<file path="src/hw/adapter_defs.svh">
// constants of the altitude serial to parallel adapter
`ifndef ADAPTER_DEFS_SVH
`define ADAPTER_DEFS_SVH

`define CLK_HZ 100000000
`define CLK_PERIOD_NS 10
`define BAUD_ENC 9600
`define BAUD_LOW 1200
`define BAUD_MID 2400
`define BAUD_HIGH 9600
`define UPDATE_PERIOD_S 1
`define INIT_MSGS 2'h3

`define REG_CONFIG 4'h0
`define REG_STATUS 4'h4
`define REG_ALTITUDE 4'h8
`define REG_CODE 4'hc
`define CONFIG_RESET 12'h000

`define PROTO_STRAP 3'h0
`define PROTO_HASH 3'h1
`define PROTO_ALT_HIGH 3'h2
`define PROTO_ALT_MID 3'h3
`define PROTO_MGL 3'h4
`define PROTO_ALT_AUX 3'h5
`define RES_FINE 4'h2
`define LEN_LONG 5'h11
`define LEN_SHORT 5'h0a

`define CH_CR 8'h0d
`define CH_LF 8'h0a
`define CH_SPACE 8'h20
`define CH_MINUS 8'h2d
`define CH_PLUS 8'h2b
`define CH_ZERO 8'h30
`define CH_NINE 8'h39
`define CH_A 8'h41
`define CH_L 8'h4c
`define CH_T 8'h54
`define CH_P 8'h50
`define ALT_PREFIX "ALT "
`define HASH_PREFIX "#AL"
`define MGL_PREFIX "$MGL"
`define HASH_TRAILER "T+25D8"
`define MGL_TRAILER "T+25D6"
`define DIS_HIGH "99900"
`define DIS_MID "-2500"
`define MSG_PAD 56'h0

`define GILLHAM_BASE 11'h00c
`define GROUP_SIZE 11'h005
`define GROUP_TOP 11'h004

`endif

</file>
<file path="src/hw/adapter_pkg.sv">
// types shared by the adapter modules
package adapter_pkg;
    typedef enum logic [1:0] {
        IDLE = 2'b00,
        START = 2'b01,
        DATA = 2'b11,
        STOP = 2'b10
    } serial_state_type;
endpackage : adapter_pkg

</file>
<file path="src/hw/serial_rx.sv">
// asynchronous 8n1 receiver with framing check
`timescale 1ns/1ps
module serial_rx #(
    parameter int BIT_CYCLES = 10417
) (
    input wire logic clk_sys, // system clock
    input wire logic srst, // synchronous reset
    input wire logic serial_in, // line, idle high
    output logic [7:0] byte_data, // received byte
    output logic byte_valid, // pulse, byte good
    output logic frame_err // pulse, stop bit low
);
    localparam int CW = $clog2(BIT_CYCLES + 1) + 1;
    localparam logic [CW-1:0] FULL = CW'(BIT_CYCLES - 1);
    localparam logic [CW-1:0] HALF = CW'(BIT_CYCLES / 2 - 1);

    adapter_pkg::serial_state_type state;
    logic [CW-1:0] cnt;
    logic [2:0] bitn;
    logic [7:0] shift;
    wire expired = (cnt == '0);

    always_ff @(posedge clk_sys) begin
        if (srst) begin
            state <= adapter_pkg::IDLE;
            cnt <= '0;
            bitn <= 3'h0;
            shift <= 8'h00;
            byte_data <= 8'h00;
            byte_valid <= 1'b0;
            frame_err <= 1'b0;
        end else begin
            byte_valid <= 1'b0;
            frame_err <= 1'b0;
            cnt <= expired ? FULL : cnt - 1'b1;
            case (state)
                adapter_pkg::IDLE: begin
                    cnt <= HALF;
                    if (!serial_in) begin
                        state <= adapter_pkg::START;
                    end
                end
                adapter_pkg::START: begin
                    // mid-bit recheck rejects glitches shorter than half a bit
                    if (expired) begin
                        state <= serial_in ? adapter_pkg::IDLE : adapter_pkg::DATA;
                        bitn <= 3'h0;
                    end
                end
                adapter_pkg::DATA: begin
                    if (expired) begin
                        shift <= {serial_in, shift[7:1]};
                        bitn <= bitn + 1'b1;
                        if (bitn == 3'h7) begin
                            state <= adapter_pkg::STOP;
                        end
                    end
                end
                adapter_pkg::STOP: begin
                    if (expired) begin
                        state <= adapter_pkg::IDLE;
                        byte_data <= shift;
                        byte_valid <= serial_in;
                        frame_err <= !serial_in;
                    end
                end
                default: state <= adapter_pkg::IDLE;
            endcase
        end
    end
endmodule : serial_rx

</file>
<file path="src/hw/altitude_adapter.sv">
// altitude adapter: serial altitude in, gray parallel code and two serial reports out
//
// How it works
// RULE_01 - encoder input is 9600 baud 8n1 ascii
// RULE_02 - parallel code low until three valid messages
// RULE_03 - parallel code follows latest altitude, gray coded
// RULE_04 - strobe high disables code, grounded enables
// RULE_05 - strobe never touches serial transmissions
// RULE_06 - serial reports start only after initialisation
// RULE_07 - start/stop framing, baud per chosen protocol
// RULE_08 - grounded straps override software configuration
// RULE_09 - resolution strap forces 10-foot output
// RULE_10 - no protocol strap: '#AL' message, 1200 baud
// RULE_11 - strap b: 'ALT ' 9600, 99900 when disabled
// RULE_12 - strap a: 'ALT ' 2400, -2500 when disabled
// RULE_13 - both straps: '$MGL' message, 1200 baud
// RULE_14 - both outputs share protocol unless assigned
// RULE_15 - config input only configures, never altitude
// RULE_16 - three config digits: resolution, protocol a, b
// RULE_17 - only well formed messages count as valid
// RULE_18 - reports repeat each interval with latest altitude
`timescale 1ns/1ps
`include "adapter_defs.svh"
module altitude_serial_to_parallel_adapter #(
    parameter int CLK_HZ = `CLK_HZ,
    parameter int DIV_HIGH = (CLK_HZ + `BAUD_HIGH / 2) / `BAUD_HIGH,
    parameter int DIV_MID = (CLK_HZ + `BAUD_MID / 2) / `BAUD_MID,
    parameter int DIV_LOW = (CLK_HZ + `BAUD_LOW / 2) / `BAUD_LOW,
    parameter int UPDATE_CYCLES = CLK_HZ * `UPDATE_PERIOD_S
) (
    input wire logic clk_sys, // system clock, 100 mhz
    input wire logic srst, // synchronous reset, active high
    input wire logic [3:0] avs_address, // byte address
    input wire logic avs_read, // read request
    input wire logic avs_write, // write request
    input wire logic [31:0] avs_writedata, // write data
    output logic [31:0] avs_readdata, // read data
    output logic avs_waitrequest, // low marks the answer
    input wire logic encoder_serial_in, // altitude from encoder
    input wire logic config_serial_in, // configuration console
    input wire logic strap_res_n, // low selects 10-foot output
    input wire logic strap_a_n, // protocol strap a, low grounded
    input wire logic strap_b_n, // protocol strap b, low grounded
    input wire logic strobe_in, // high disables parallel code
    output logic [10:0] alt_code, // d2 d4 a1 a2 a4 b1 b2 b4 c1 c2 c4
    output logic nav_serial_out_a, // serial report a
    output logic nav_serial_out_b // serial report b
);
    localparam int CW = $clog2(DIV_LOW + 1);
    localparam int UW = $clog2(UPDATE_CYCLES + 1);

    logic [7:0] enc_byte;
    logic enc_valid;
    logic enc_err;
    logic [7:0] cfg_byte;
    logic cfg_valid;
    logic [3:0] pos;
    logic [39:0] field;
    logic msg_valid;
    logic [1:0] valid_count;
    logic initialised;
    logic [19:0] alt_bcd;
    logic alt_neg;
    logic [2:0] cfg_pos;
    logic [11:0] cfg_shift;
    logic [11:0] config_word;
    logic [UW-1:0] upd_cnt;
    logic update_tick;
    logic msg_seen;
    logic source_disabled;
    logic [19:0] snap_bcd;
    logic snap_neg;
    logic snap_dis;
    logic snap_fine;

    serial_rx #(.BIT_CYCLES(DIV_HIGH)) u_enc_rx ( // RULE_01
        .clk_sys(clk_sys),
        .srst(srst),
        .serial_in(encoder_serial_in),
        .byte_data(enc_byte),
        .byte_valid(enc_valid),
        .frame_err(enc_err)
    );

    serial_rx #(.BIT_CYCLES(DIV_HIGH)) u_cfg_rx (
        .clk_sys(clk_sys),
        .srst(srst),
        .serial_in(config_serial_in),
        .byte_data(cfg_byte),
        .byte_valid(cfg_valid),
        .frame_err()
    );

    // encoder message parser
    wire is_digit = (enc_byte >= `CH_ZERO) && (enc_byte <= `CH_NINE);
    wire in_field = (pos >= 4'h4) && (pos <= 4'h8);
    wire char_ok = (pos == 4'h0) ? enc_byte == `CH_A :
                   (pos == 4'h1) ? enc_byte == `CH_L :
                   (pos == 4'h2) ? enc_byte == `CH_T :
                   (pos == 4'h3) ? enc_byte == `CH_SPACE :
                   (pos == 4'h4) ? (is_digit || enc_byte == `CH_MINUS) :
                   in_field ? is_digit : enc_byte == `CH_CR;
    wire msg_done = enc_valid && char_ok && (pos == 4'h9);
    wire msg_bad = enc_err || (enc_valid && !char_ok);

    always_ff @(posedge clk_sys) begin
        if (srst) begin
            pos <= 4'h0;
            field <= 40'h0;
            msg_valid <= 1'b0;
        end else begin
            msg_valid <= msg_done; // RULE_17
            if (msg_bad) begin
                pos <= (enc_valid && enc_byte == `CH_A) ? 4'h1 : 4'h0; // RULE_17
            end else if (enc_valid) begin
                pos <= msg_done ? 4'h0 : pos + 1'b1;
                if (in_field) begin
                    field <= {field[31:0], enc_byte};
                end
            end
        end
    end

    // altitude only ever comes from the encoder parser
    always_ff @(posedge clk_sys) begin
        if (srst) begin
            valid_count <= 2'h0;
            initialised <= 1'b0;
            alt_bcd <= 20'h0;
            alt_neg <= 1'b0;
        end else begin
            if (msg_valid) begin
                alt_neg <= field[39:32] == `CH_MINUS; // RULE_15
                alt_bcd <= {field[39:32] == `CH_MINUS ? 4'h0 : field[35:32],
                            field[27:24], field[19:16], field[11:8], field[3:0]};
            end
            if (msg_valid && !initialised) begin
                valid_count <= valid_count + 1'b1; // RULE_02
                initialised <= (valid_count + 1'b1) == `INIT_MSGS; // RULE_06
            end else if (msg_bad && !initialised) begin
                valid_count <= 2'h0; // RULE_17
            end
        end
    end

    // gray code: 500-ft groups reflected binary, 100-ft steps in c bits
    wire [10:0] hund = {7'h0, alt_bcd[19:16]} * 11'h064 + {7'h0, alt_bcd[15:12]} * 11'h00a
                     + {7'h0, alt_bcd[11:8]} + {10'h0, alt_bcd[7:4] >= 4'h5};
    wire [10:0] steps = alt_neg ? ((hund > `GILLHAM_BASE) ? 11'h0 : `GILLHAM_BASE - hund)
                                : `GILLHAM_BASE + hund;
    wire [10:0] group = steps / `GROUP_SIZE;
    wire [10:0] rem_raw = steps % `GROUP_SIZE;
    wire [10:0] rem = group[0] ? `GROUP_TOP - rem_raw : rem_raw;
    wire [7:0] gray_group = group[7:0] ^ {1'b0, group[7:1]};
    wire [2:0] c_bits = (rem == 11'h0) ? 3'h1 : (rem == 11'h1) ? 3'h3 :
                        (rem == 11'h2) ? 3'h2 : (rem == 11'h3) ? 3'h6 : 3'h4;
    wire [10:0] gillham_code = {gray_group, c_bits[0], c_bits[1], c_bits[2]};

    always_ff @(posedge clk_sys) begin
        if (srst) begin
            alt_code <= 11'h0;
        end else begin
            alt_code <= (initialised && !strobe_in) ? gillham_code : 11'h0; // RULE_02 RULE_03 RULE_04
        end
    end

    // console command: 'P' digit digit digit CR
    wire cfg_digit = (cfg_byte >= `CH_ZERO) && (cfg_byte <= `CH_NINE);
    wire cfg_ok = (cfg_pos == 3'h0) ? cfg_byte == `CH_P :
                  (cfg_pos == 3'h4) ? cfg_byte == `CH_CR : cfg_digit;
    wire cfg_done = cfg_valid && cfg_ok && (cfg_pos == 3'h4);
    wire bus_req = avs_read || avs_write;
    wire bus_take = bus_req && !avs_waitrequest;
    wire bus_cfg_wr = bus_take && avs_write && (avs_address == `REG_CONFIG);

    always_ff @(posedge clk_sys) begin
        if (srst) begin
            cfg_pos <= 3'h0;
            cfg_shift <= 12'h0;
            config_word <= `CONFIG_RESET;
        end else begin
            if (cfg_valid) begin
                cfg_pos <= (cfg_ok && !cfg_done) ? cfg_pos + 1'b1 : 3'h0;
                cfg_shift <= {cfg_shift[7:0], cfg_byte[3:0]};
            end
            // a bus write in the same cycle as a console command wins
            if (bus_cfg_wr) begin
                config_word <= avs_writedata[11:0]; // RULE_16
            end else if (cfg_done) begin
                config_word <= cfg_shift; // RULE_15 RULE_16
            end
        end
    end

    // digit order: resolution, protocol a, protocol b
    wire [3:0] cfg_res = config_word[11:8];
    wire [3:0] cfg_pa = config_word[7:4];
    wire [3:0] cfg_pb = config_word[3:0];
    wire strap_any = !strap_a_n || !strap_b_n;
    wire [2:0] strap_proto = (!strap_a_n && !strap_b_n) ? `PROTO_MGL : // RULE_13
                             !strap_b_n ? `PROTO_ALT_HIGH : // RULE_11
                             !strap_a_n ? `PROTO_ALT_MID : `PROTO_HASH; // RULE_12 RULE_10
    wire pa_ok = (cfg_pa != 4'h0) && (cfg_pa <= {1'b0, `PROTO_ALT_AUX});
    wire pb_ok = (cfg_pb != 4'h0) && (cfg_pb <= {1'b0, `PROTO_ALT_AUX});
    wire [2:0] proto_a_eff = strap_any ? strap_proto : pa_ok ? cfg_pa[2:0] : `PROTO_HASH; // RULE_08
    wire [2:0] proto_b_eff = strap_any ? strap_proto : pb_ok ? cfg_pb[2:0] : `PROTO_HASH; // RULE_14
    wire fine_res = !strap_res_n || (cfg_res == `RES_FINE); // RULE_08 RULE_09

    always_ff @(posedge clk_sys) begin
        if (srst) begin
            upd_cnt <= '0;
            update_tick <= 1'b0;
        end else begin
            update_tick <= upd_cnt == UW'(UPDATE_CYCLES - 1); // RULE_18
            upd_cnt <= (upd_cnt == UW'(UPDATE_CYCLES - 1)) ? '0 : upd_cnt + 1'b1;
        end
    end

    // a silent encoder for a whole interval marks the source disabled
    always_ff @(posedge clk_sys) begin
        if (srst) begin
            msg_seen <= 1'b0;
            source_disabled <= 1'b0;
            snap_bcd <= 20'h0;
            snap_neg <= 1'b0;
            snap_dis <= 1'b0;
            snap_fine <= 1'b0;
        end else if (update_tick) begin
            msg_seen <= msg_valid;
            source_disabled <= !msg_seen && !msg_valid;
            snap_bcd <= alt_bcd; // RULE_18
            snap_neg <= alt_neg;
            snap_dis <= !msg_seen && !msg_valid;
            snap_fine <= fine_res;
        end else if (msg_valid) begin
            msg_seen <= 1'b1;
        end
    end

    // coarse output truncates tens and units to zero
    wire [3:0] out_tens = snap_fine ? snap_bcd[7:4] : 4'h0; // RULE_09
    wire [3:0] out_units = snap_fine ? snap_bcd[3:0] : 4'h0;
    wire [39:0] snap_ascii = {`CH_ZERO | {4'h0, snap_bcd[19:16]}, `CH_ZERO | {4'h0, snap_bcd[15:12]},
                              `CH_ZERO | {4'h0, snap_bcd[11:8]}, `CH_ZERO | {4'h0, out_tens},
                              `CH_ZERO | {4'h0, out_units}};

    function automatic logic [135:0] build_msg(input logic [2:0] p, input logic [39:0] digits,
                                               input logic neg, input logic dis);
        logic [39:0] fld;
        logic [7:0] sgn;
        fld = neg ? {`CH_MINUS, digits[31:0]} : digits;
        sgn = neg ? `CH_MINUS : `CH_PLUS;
        case (p)
            `PROTO_HASH: build_msg = {`HASH_PREFIX, sgn, digits, `HASH_TRAILER, `CH_CR, `CH_LF}; // RULE_10
            `PROTO_MGL: build_msg = {`MGL_PREFIX, sgn, digits, `MGL_TRAILER, `CH_CR}; // RULE_13
            `PROTO_ALT_MID: build_msg = {`ALT_PREFIX, dis ? `DIS_MID : fld, `CH_CR, `MSG_PAD}; // RULE_12
            default: build_msg = {`ALT_PREFIX, dis ? `DIS_HIGH : fld, `CH_CR, `MSG_PAD}; // RULE_11
        endcase
    endfunction : build_msg

    function automatic logic [CW-1:0] bit_div(input logic [2:0] p);
        case (p)
            `PROTO_HASH, `PROTO_MGL: bit_div = CW'(DIV_LOW - 1);
            `PROTO_ALT_MID: bit_div = CW'(DIV_MID - 1);
            default: bit_div = CW'(DIV_HIGH - 1);
        endcase
    endfunction : bit_div

    for (genvar ch = 0; ch < 2; ch++) begin : g_tx
        adapter_pkg::serial_state_type state;
        logic [CW-1:0] cnt;
        logic [2:0] bitn;
        logic [4:0] idx;
        logic [7:0] shift;
        logic [2:0] proto;
        logic line;
        wire [2:0] sel_proto = (ch == 0) ? proto_a_eff : proto_b_eff;
        wire [135:0] msg = build_msg(proto, snap_ascii, snap_neg, snap_dis);
        wire [7:0] cur = msg[8'h80 - {idx, 3'h0} +: 8];
        wire [4:0] last = (proto == `PROTO_HASH || proto == `PROTO_MGL) ? `LEN_LONG - 1'b1
                                                                        : `LEN_SHORT - 1'b1;
        wire expired = (cnt == '0);

        always_ff @(posedge clk_sys) begin
            if (srst) begin
                state <= adapter_pkg::IDLE;
                cnt <= '0;
                bitn <= 3'h0;
                idx <= 5'h0;
                shift <= 8'h00;
                proto <= `PROTO_HASH;
                line <= 1'b1;
            end else begin
                cnt <= expired ? bit_div(proto) : cnt - 1'b1;
                case (state)
                    adapter_pkg::IDLE: begin
                        line <= 1'b1;
                        // strobe_in plays no part in starting or pacing a report
                        if (update_tick && initialised) begin // RULE_05 RULE_06 RULE_18
                            state <= adapter_pkg::START;
                            proto <= sel_proto; // RULE_14
                            cnt <= bit_div(sel_proto); // RULE_07
                            idx <= 5'h0;
                            line <= 1'b0;
                        end
                    end
                    adapter_pkg::START: begin
                        if (expired) begin
                            state <= adapter_pkg::DATA;
                            shift <= {1'b0, cur[7:1]};
                            line <= cur[0]; // RULE_07
                            bitn <= 3'h0;
                        end
                    end
                    adapter_pkg::DATA: begin
                        if (expired) begin
                            bitn <= bitn + 1'b1;
                            shift <= {1'b0, shift[7:1]};
                            line <= (bitn == 3'h7) ? 1'b1 : shift[0];
                            state <= (bitn == 3'h7) ? adapter_pkg::STOP : adapter_pkg::DATA;
                        end
                    end
                    adapter_pkg::STOP: begin
                        if (expired) begin
                            state <= (idx == last) ? adapter_pkg::IDLE : adapter_pkg::START;
                            line <= idx == last;
                            idx <= idx + 1'b1;
                        end
                    end
                    default: state <= adapter_pkg::IDLE;
                endcase
            end
        end
    end

    assign nav_serial_out_a = g_tx[0].line;
    assign nav_serial_out_b = g_tx[1].line;

    // register slave: one wait cycle, answer on the second edge
    wire [31:0] status_word = {21'h0, fine_res, proto_b_eff, proto_a_eff, source_disabled,
                               valid_count, initialised};
    wire [31:0] read_mux = (avs_address == `REG_CONFIG) ? {20'h0, config_word} :
                           (avs_address == `REG_STATUS) ? status_word :
                           (avs_address == `REG_ALTITUDE) ? {11'h0, alt_neg, alt_bcd} :
                           (avs_address == `REG_CODE) ? {21'h0, alt_code} : 32'h0;

    always_ff @(posedge clk_sys) begin
        if (srst) begin
            avs_waitrequest <= 1'b1;
            avs_readdata <= 32'h0;
        end else begin
            avs_waitrequest <= !(bus_req && avs_waitrequest);
            if (bus_req && avs_waitrequest) begin
                avs_readdata <= avs_read ? read_mux : 32'h0;
            end
        end
    end
endmodule : altitude_serial_to_parallel_adapter

</file>
<file path="config.mk">
export PLATFORM = sky130hd
export DESIGN_NAME = altitude_serial_to_parallel_adapter
export DESIGN_NICKNAME = d
export VERILOG_FILES = /design/src/hw/adapter_pkg.sv /design/src/hw/serial_rx.sv /design/src/hw/altitude_adapter.sv
export VERILOG_INCLUDE_DIRS = /design/src /design/src/hw
export SDC_FILE = /design/constraint.sdc
export NUM_CORES = 1
export LEC_CHECK = 0
export BUFFER_PORTS_ARGS = -buffer_cell sky130_fd_sc_hd__clkbuf_2
export CELL_PAD_IN_SITES_DETAIL_PLACEMENT = 1
export CELL_PAD_IN_SITES_GLOBAL_PLACEMENT = 2
export CORE_MARGIN = 5
export CORE_UTILIZATION = 25
export DETAILED_ROUTE_END_ITERATION = 6
export PLACE_DENSITY = 0.67
export SYNTH_ARGS = -nofsm -noshare
export SYNTH_HDL_FRONTEND = slang
export SYNTH_SLANG_ARGS = --single-unit
</file>
<file path="constraint.sdc">
create_clock -name clk_sys -period 14 [get_ports clk_sys]
set_clock_uncertainty 0.05 [all_clocks]
set_input_delay 1.4 -clock clk_sys [delete_from_list [all_inputs] [get_ports clk_sys]]
set_output_delay 1.4 -clock clk_sys [all_outputs]
set_load 0.03 [all_outputs]
</file>
==> impl_metrics.csv <==
group,metric,value,unit
power,power_leakage,0.00772,uW
logic_synthesis,syn_inst,2422,
place,gp_congestion,0.829,
setup_path,critPathCaptureType,"flop",
setup_path,cp_max_fo,19,
setup_path,required,14.42,ns
route,via_count,17700,
global_routing,met1_usage,0.198,
setup_path,start_kind,"flop",
global_routing,grt_pass1_vias,18100,
logic_synthesis,synth_compound_area_frac,0.219,
power,p_int,1730,uW
clock_network,clock_latency,0.57,ns
clock_network,post_cts_buffers,0,
logic_synthesis,ys_types,104,
logic_synthesis,syn_area_per_cell,7.77,um^2
logic_synthesis,syn_area,0.0188,mm^2
timing,rsz0062_at_grt,"false",
floorplan,die_y,284,um
route,drtPass1Iterations,5,
run,drv_cap,0,
logic_synthesis,ys_warn_count,0,
setup_path,reg2reg_from,"alt_bcd[15]$_SDFFE_PP0P_",
status,status,"completed",
place,pre_cts_slack,5.66,ns
clock_network,cts.repair.resized,0,
global_routing,antenna_found_initial,2,
timing,max_slew_margin,0.270,
logic_synthesis,async_flop_share,0,
hold_path,worstHoldPathType,"flop to flop",
hold_path,hold_depth,2,
clock_network,cts_buffer_depth,3,
hold_path,worstHoldEndpoint,"field[29]$_SDFFE_PP0P_",
logic_synthesis,synthAdderAreaFrac,0.0444,
timing,min_period,8.39,ns
place,port_buffers,60,
hold_path,hp-start,"field[21]$_SDFFE_PP0P_",
route,vias_per_cell,5.18,
clock_network,root_buffer,"clkbuf_16",
global_routing,met2_usage,0.251,
floorplan,num_rows,100,
clock_network,h-tree-depth,2,
clock_network,clk_pin_slew,0.06,ns
global_routing,grt_pass1_wl,99.5,mm
timing,worst_slew_pin_slew,1.10,ns
power,power.share.switching,0.267,
setup_path,worstReg2RegEnd,"alt_code[0]$_SDFF_PP0_",
finish,layout_commonest_cell,"nor2_1",
clock_network,hold_buffers,0,
power,power_density,110,mW/mm^2
logic_synthesis,synth_edf_count,0,
setup_path,path_class,"flop to flop",
power,ir_drop,0.0712,mV
timing,clock.fmax,0.119,GHz
global_routing,grt_max_degree,81,
timing,setup_violations,0,
timing,hold_violations,0,
route,wl_per_cell,18.2,um
timing,slew_violations,0,
place,dp_hpwl,45.2,mm
power,pwr-share-seq,0.434,
floorplan,coreArea,0.0746,mm^2
power,power_frac_clock,0.458,
floorplan,dieArea,0.0809,mm^2
clock_network,numCtsBuffers,42,
timing,fin_crit_sh,0.599,
route,ant_nets,0,
logic_synthesis,synth_mux_area_frac,0.0433,
floorplan,initial_core_util,0.253,
timing,finalWorstSetupSlack,5.61,ns
logic_synthesis,synthSimpleGateAreaFrac,0.241,
route,wirelength,62.1,mm
timing,setup_tns,0,ns
clock_network,cts_tree,"yes",
finish,finalNonFillerCells,3414,
clock_network,clock-sinks,330,
floorplan,ios,92,
logic_synthesis,synthFlopType,"dfxtp_1",
logic_synthesis,synth_xor_area_frac,0.0554,
global_routing,grt_use_total,0.147,
logic_synthesis,ys_seq_area_frac,0.351,
place,placed_cells,3339,
power,power,2350,uW
finish,area_growth_syn_to_layout,13.6,%
finish,drive_above_1_share,0.0843,
floorplan,die_w,284,um
global_routing,met3_usage,0.0181,
global_routing,grt_overflow,0,
logic_synthesis,synth_top_family_by_area,"simple AND/OR/NAND/NOR gates",
setup_path,worst-r2r-setup-slack,5.61,ns
route,drt_iter0_markers,931,
setup_path,arrival,8.81,ns
logic_synthesis,synth_seq_cells,330,
finish,layout_common_cells,"360 x nor2_1, 330 x dfxtp_1, 286 x nand2_1",
route,drc,0,
finish,final_nets,2523,
power,power.net_switching,628,uW
setup_path,rr_worst_depth,24,
power,pwr-share-comb,0.108,
global_routing,grt_busiest_layer,"met2",
-- registers in the layout, summed over array words and instances (netlist names), 10 cells and up --
register	flops
upd_cnt	27
field	40
alt_bcd	20
g_tx.idx	10
alt_code	11
avs_readdata	21
snap_bcd	20
g_tx.shift	12
u_cfg_rx.cnt	15
u_enc_rx.cnt	15
cfg_shift	12
g_tx.cnt	34
config_word	12
-- how the worst max path moves through the flow --
stage,slack (ns),cells after the start,end,startpoint
after floorplan,6.78,27,alt_code[0]$_SDFF_PP0_,alt_bcd[13]$_SDFFE_PP0P_
after global placement,5.84,24,alt_code[0]$_SDFF_PP0_,alt_bcd[15]$_SDFFE_PP0P_
after detailed placement,5.66,24,alt_code[0]$_SDFF_PP0_,alt_bcd[15]$_SDFFE_PP0P_
after CTS,5.66,24,alt_code[0]$_SDFF_PP0_,alt_bcd[15]$_SDFFE_PP0P_
after global routing,4.98,26,alt_code[0]$_SDFF_PP0_,alt_bcd[17]$_SDFFE_PP0P_
final,5.61,24,alt_code[0]$_SDFF_PP0_,alt_bcd[15]$_SDFFE_PP0P_
-- worst max-delay path, stage by stage, from the launching register on --
cell,delay [ns]
dfxtp_1,0.46
ha_1,0.29
ha_1,0.22
fa_1,0.45
ha_1,0.29
ha_1,0.40
a21oi_4,0.28
o31ai_1,0.16
xnor2_1,0.58
nand3_1,0.34
or4_1,0.51
a21oi_1,0.47
nor2_1,0.12
a32o_1,0.36
nor3_4,0.65
a32oi_1,0.19
nand4_1,0.37
nand2_1,0.24
a221oi_1,0.38
a32o_1,0.46
nor2_1,0.10
xor2_1,0.19
ha_1,0.32
and2_1,0.15
o311a_1,0.27
-- synth_stat cells (9+ instances only) --
master	instances	area [um^2]
o211ai_1	15	113
and2_1	12	75.1
nand2b_1	17	106
nor4_1	19	119
buf_4	11	82.6
o31ai_1	17	128
clkbuf_1	125	469
inv_1	58	218
o221ai_1	9	78.8
nor2b_1	23	144
and3_1	20	125
nand4_1	25	156
a31oi_1	32	200
nand3_1	64	320
mux2i_1	77	771
a211oi_1	34	255
dfxtp_1	330	6610
nand2_1	286	1070
a221oi_1	21	184
nor3_1	72	360
o21ai_0	111	556
or2_2	14	87.6
xnor2_1	64	561
o22ai_1	18	113
ha_1	58	726
a21oi_1	216	1080
nor2_1	360	1350
or3_1	21	131
xor2_1	48	420
nor3b_1	9	67.6
a22oi_1	25	188
buf_1	12	45.0
-- metrics by stage --
| step | util | hold slack (ns) | cell area, um^2 |
|---|---|---|---|
| finish | 0.287 | 0.405 | 21400 |
| global route | 0.287 | 0.427 | 21400 |
| CTS | 0.287 | 0.409 | 21400 |
| detailed placement | 0.268 | 0.400 | 20000 |
| global placement | 0.268 | 0.385 | 20000 |
| floorplan | - | 0.376 | 18900 |
-- area by class of cell --
class,instances,area [um^2]
clock buffers,61,1220
multi-input cells,1887,11400
flip-flops and latches,330,6610
clock inverters,13,159
well taps,969,1210
repair buffers,91,542
fillers,8938,53200
inverters,62,233
diodes,1,2.50
-- power groups by stage --
stage	logic, uW	clock network, uW	registers (uW)
6_report	254	1080	1020
3_5_place_dp	256	0	1040
4_1_cts	258	1120	1020
2_1_floorplan	198	0	1030
5_1_grt	288	1150	1030
3_3_place_gp	248	0	1040
-- metal layers --
layer  wire length, um  vias up
li1                  -     8646
met2             29300      243
met3              2230       79
met4              1320        0
met1             29300     8714
met5                 0        -
-- cells by family after synthesis --
family | count (synthesis)
AND/OR/NAND/NOR | 987
AO/OA/AOI/OAI | 629
flip-flops | 330
buffers and inverters | 215
XOR/XNOR | 115
multiplexers | 81
adder cells (fa/ha/maj) | 64
other | 1
Note: power is estimated with default switching activity, not from simulation.
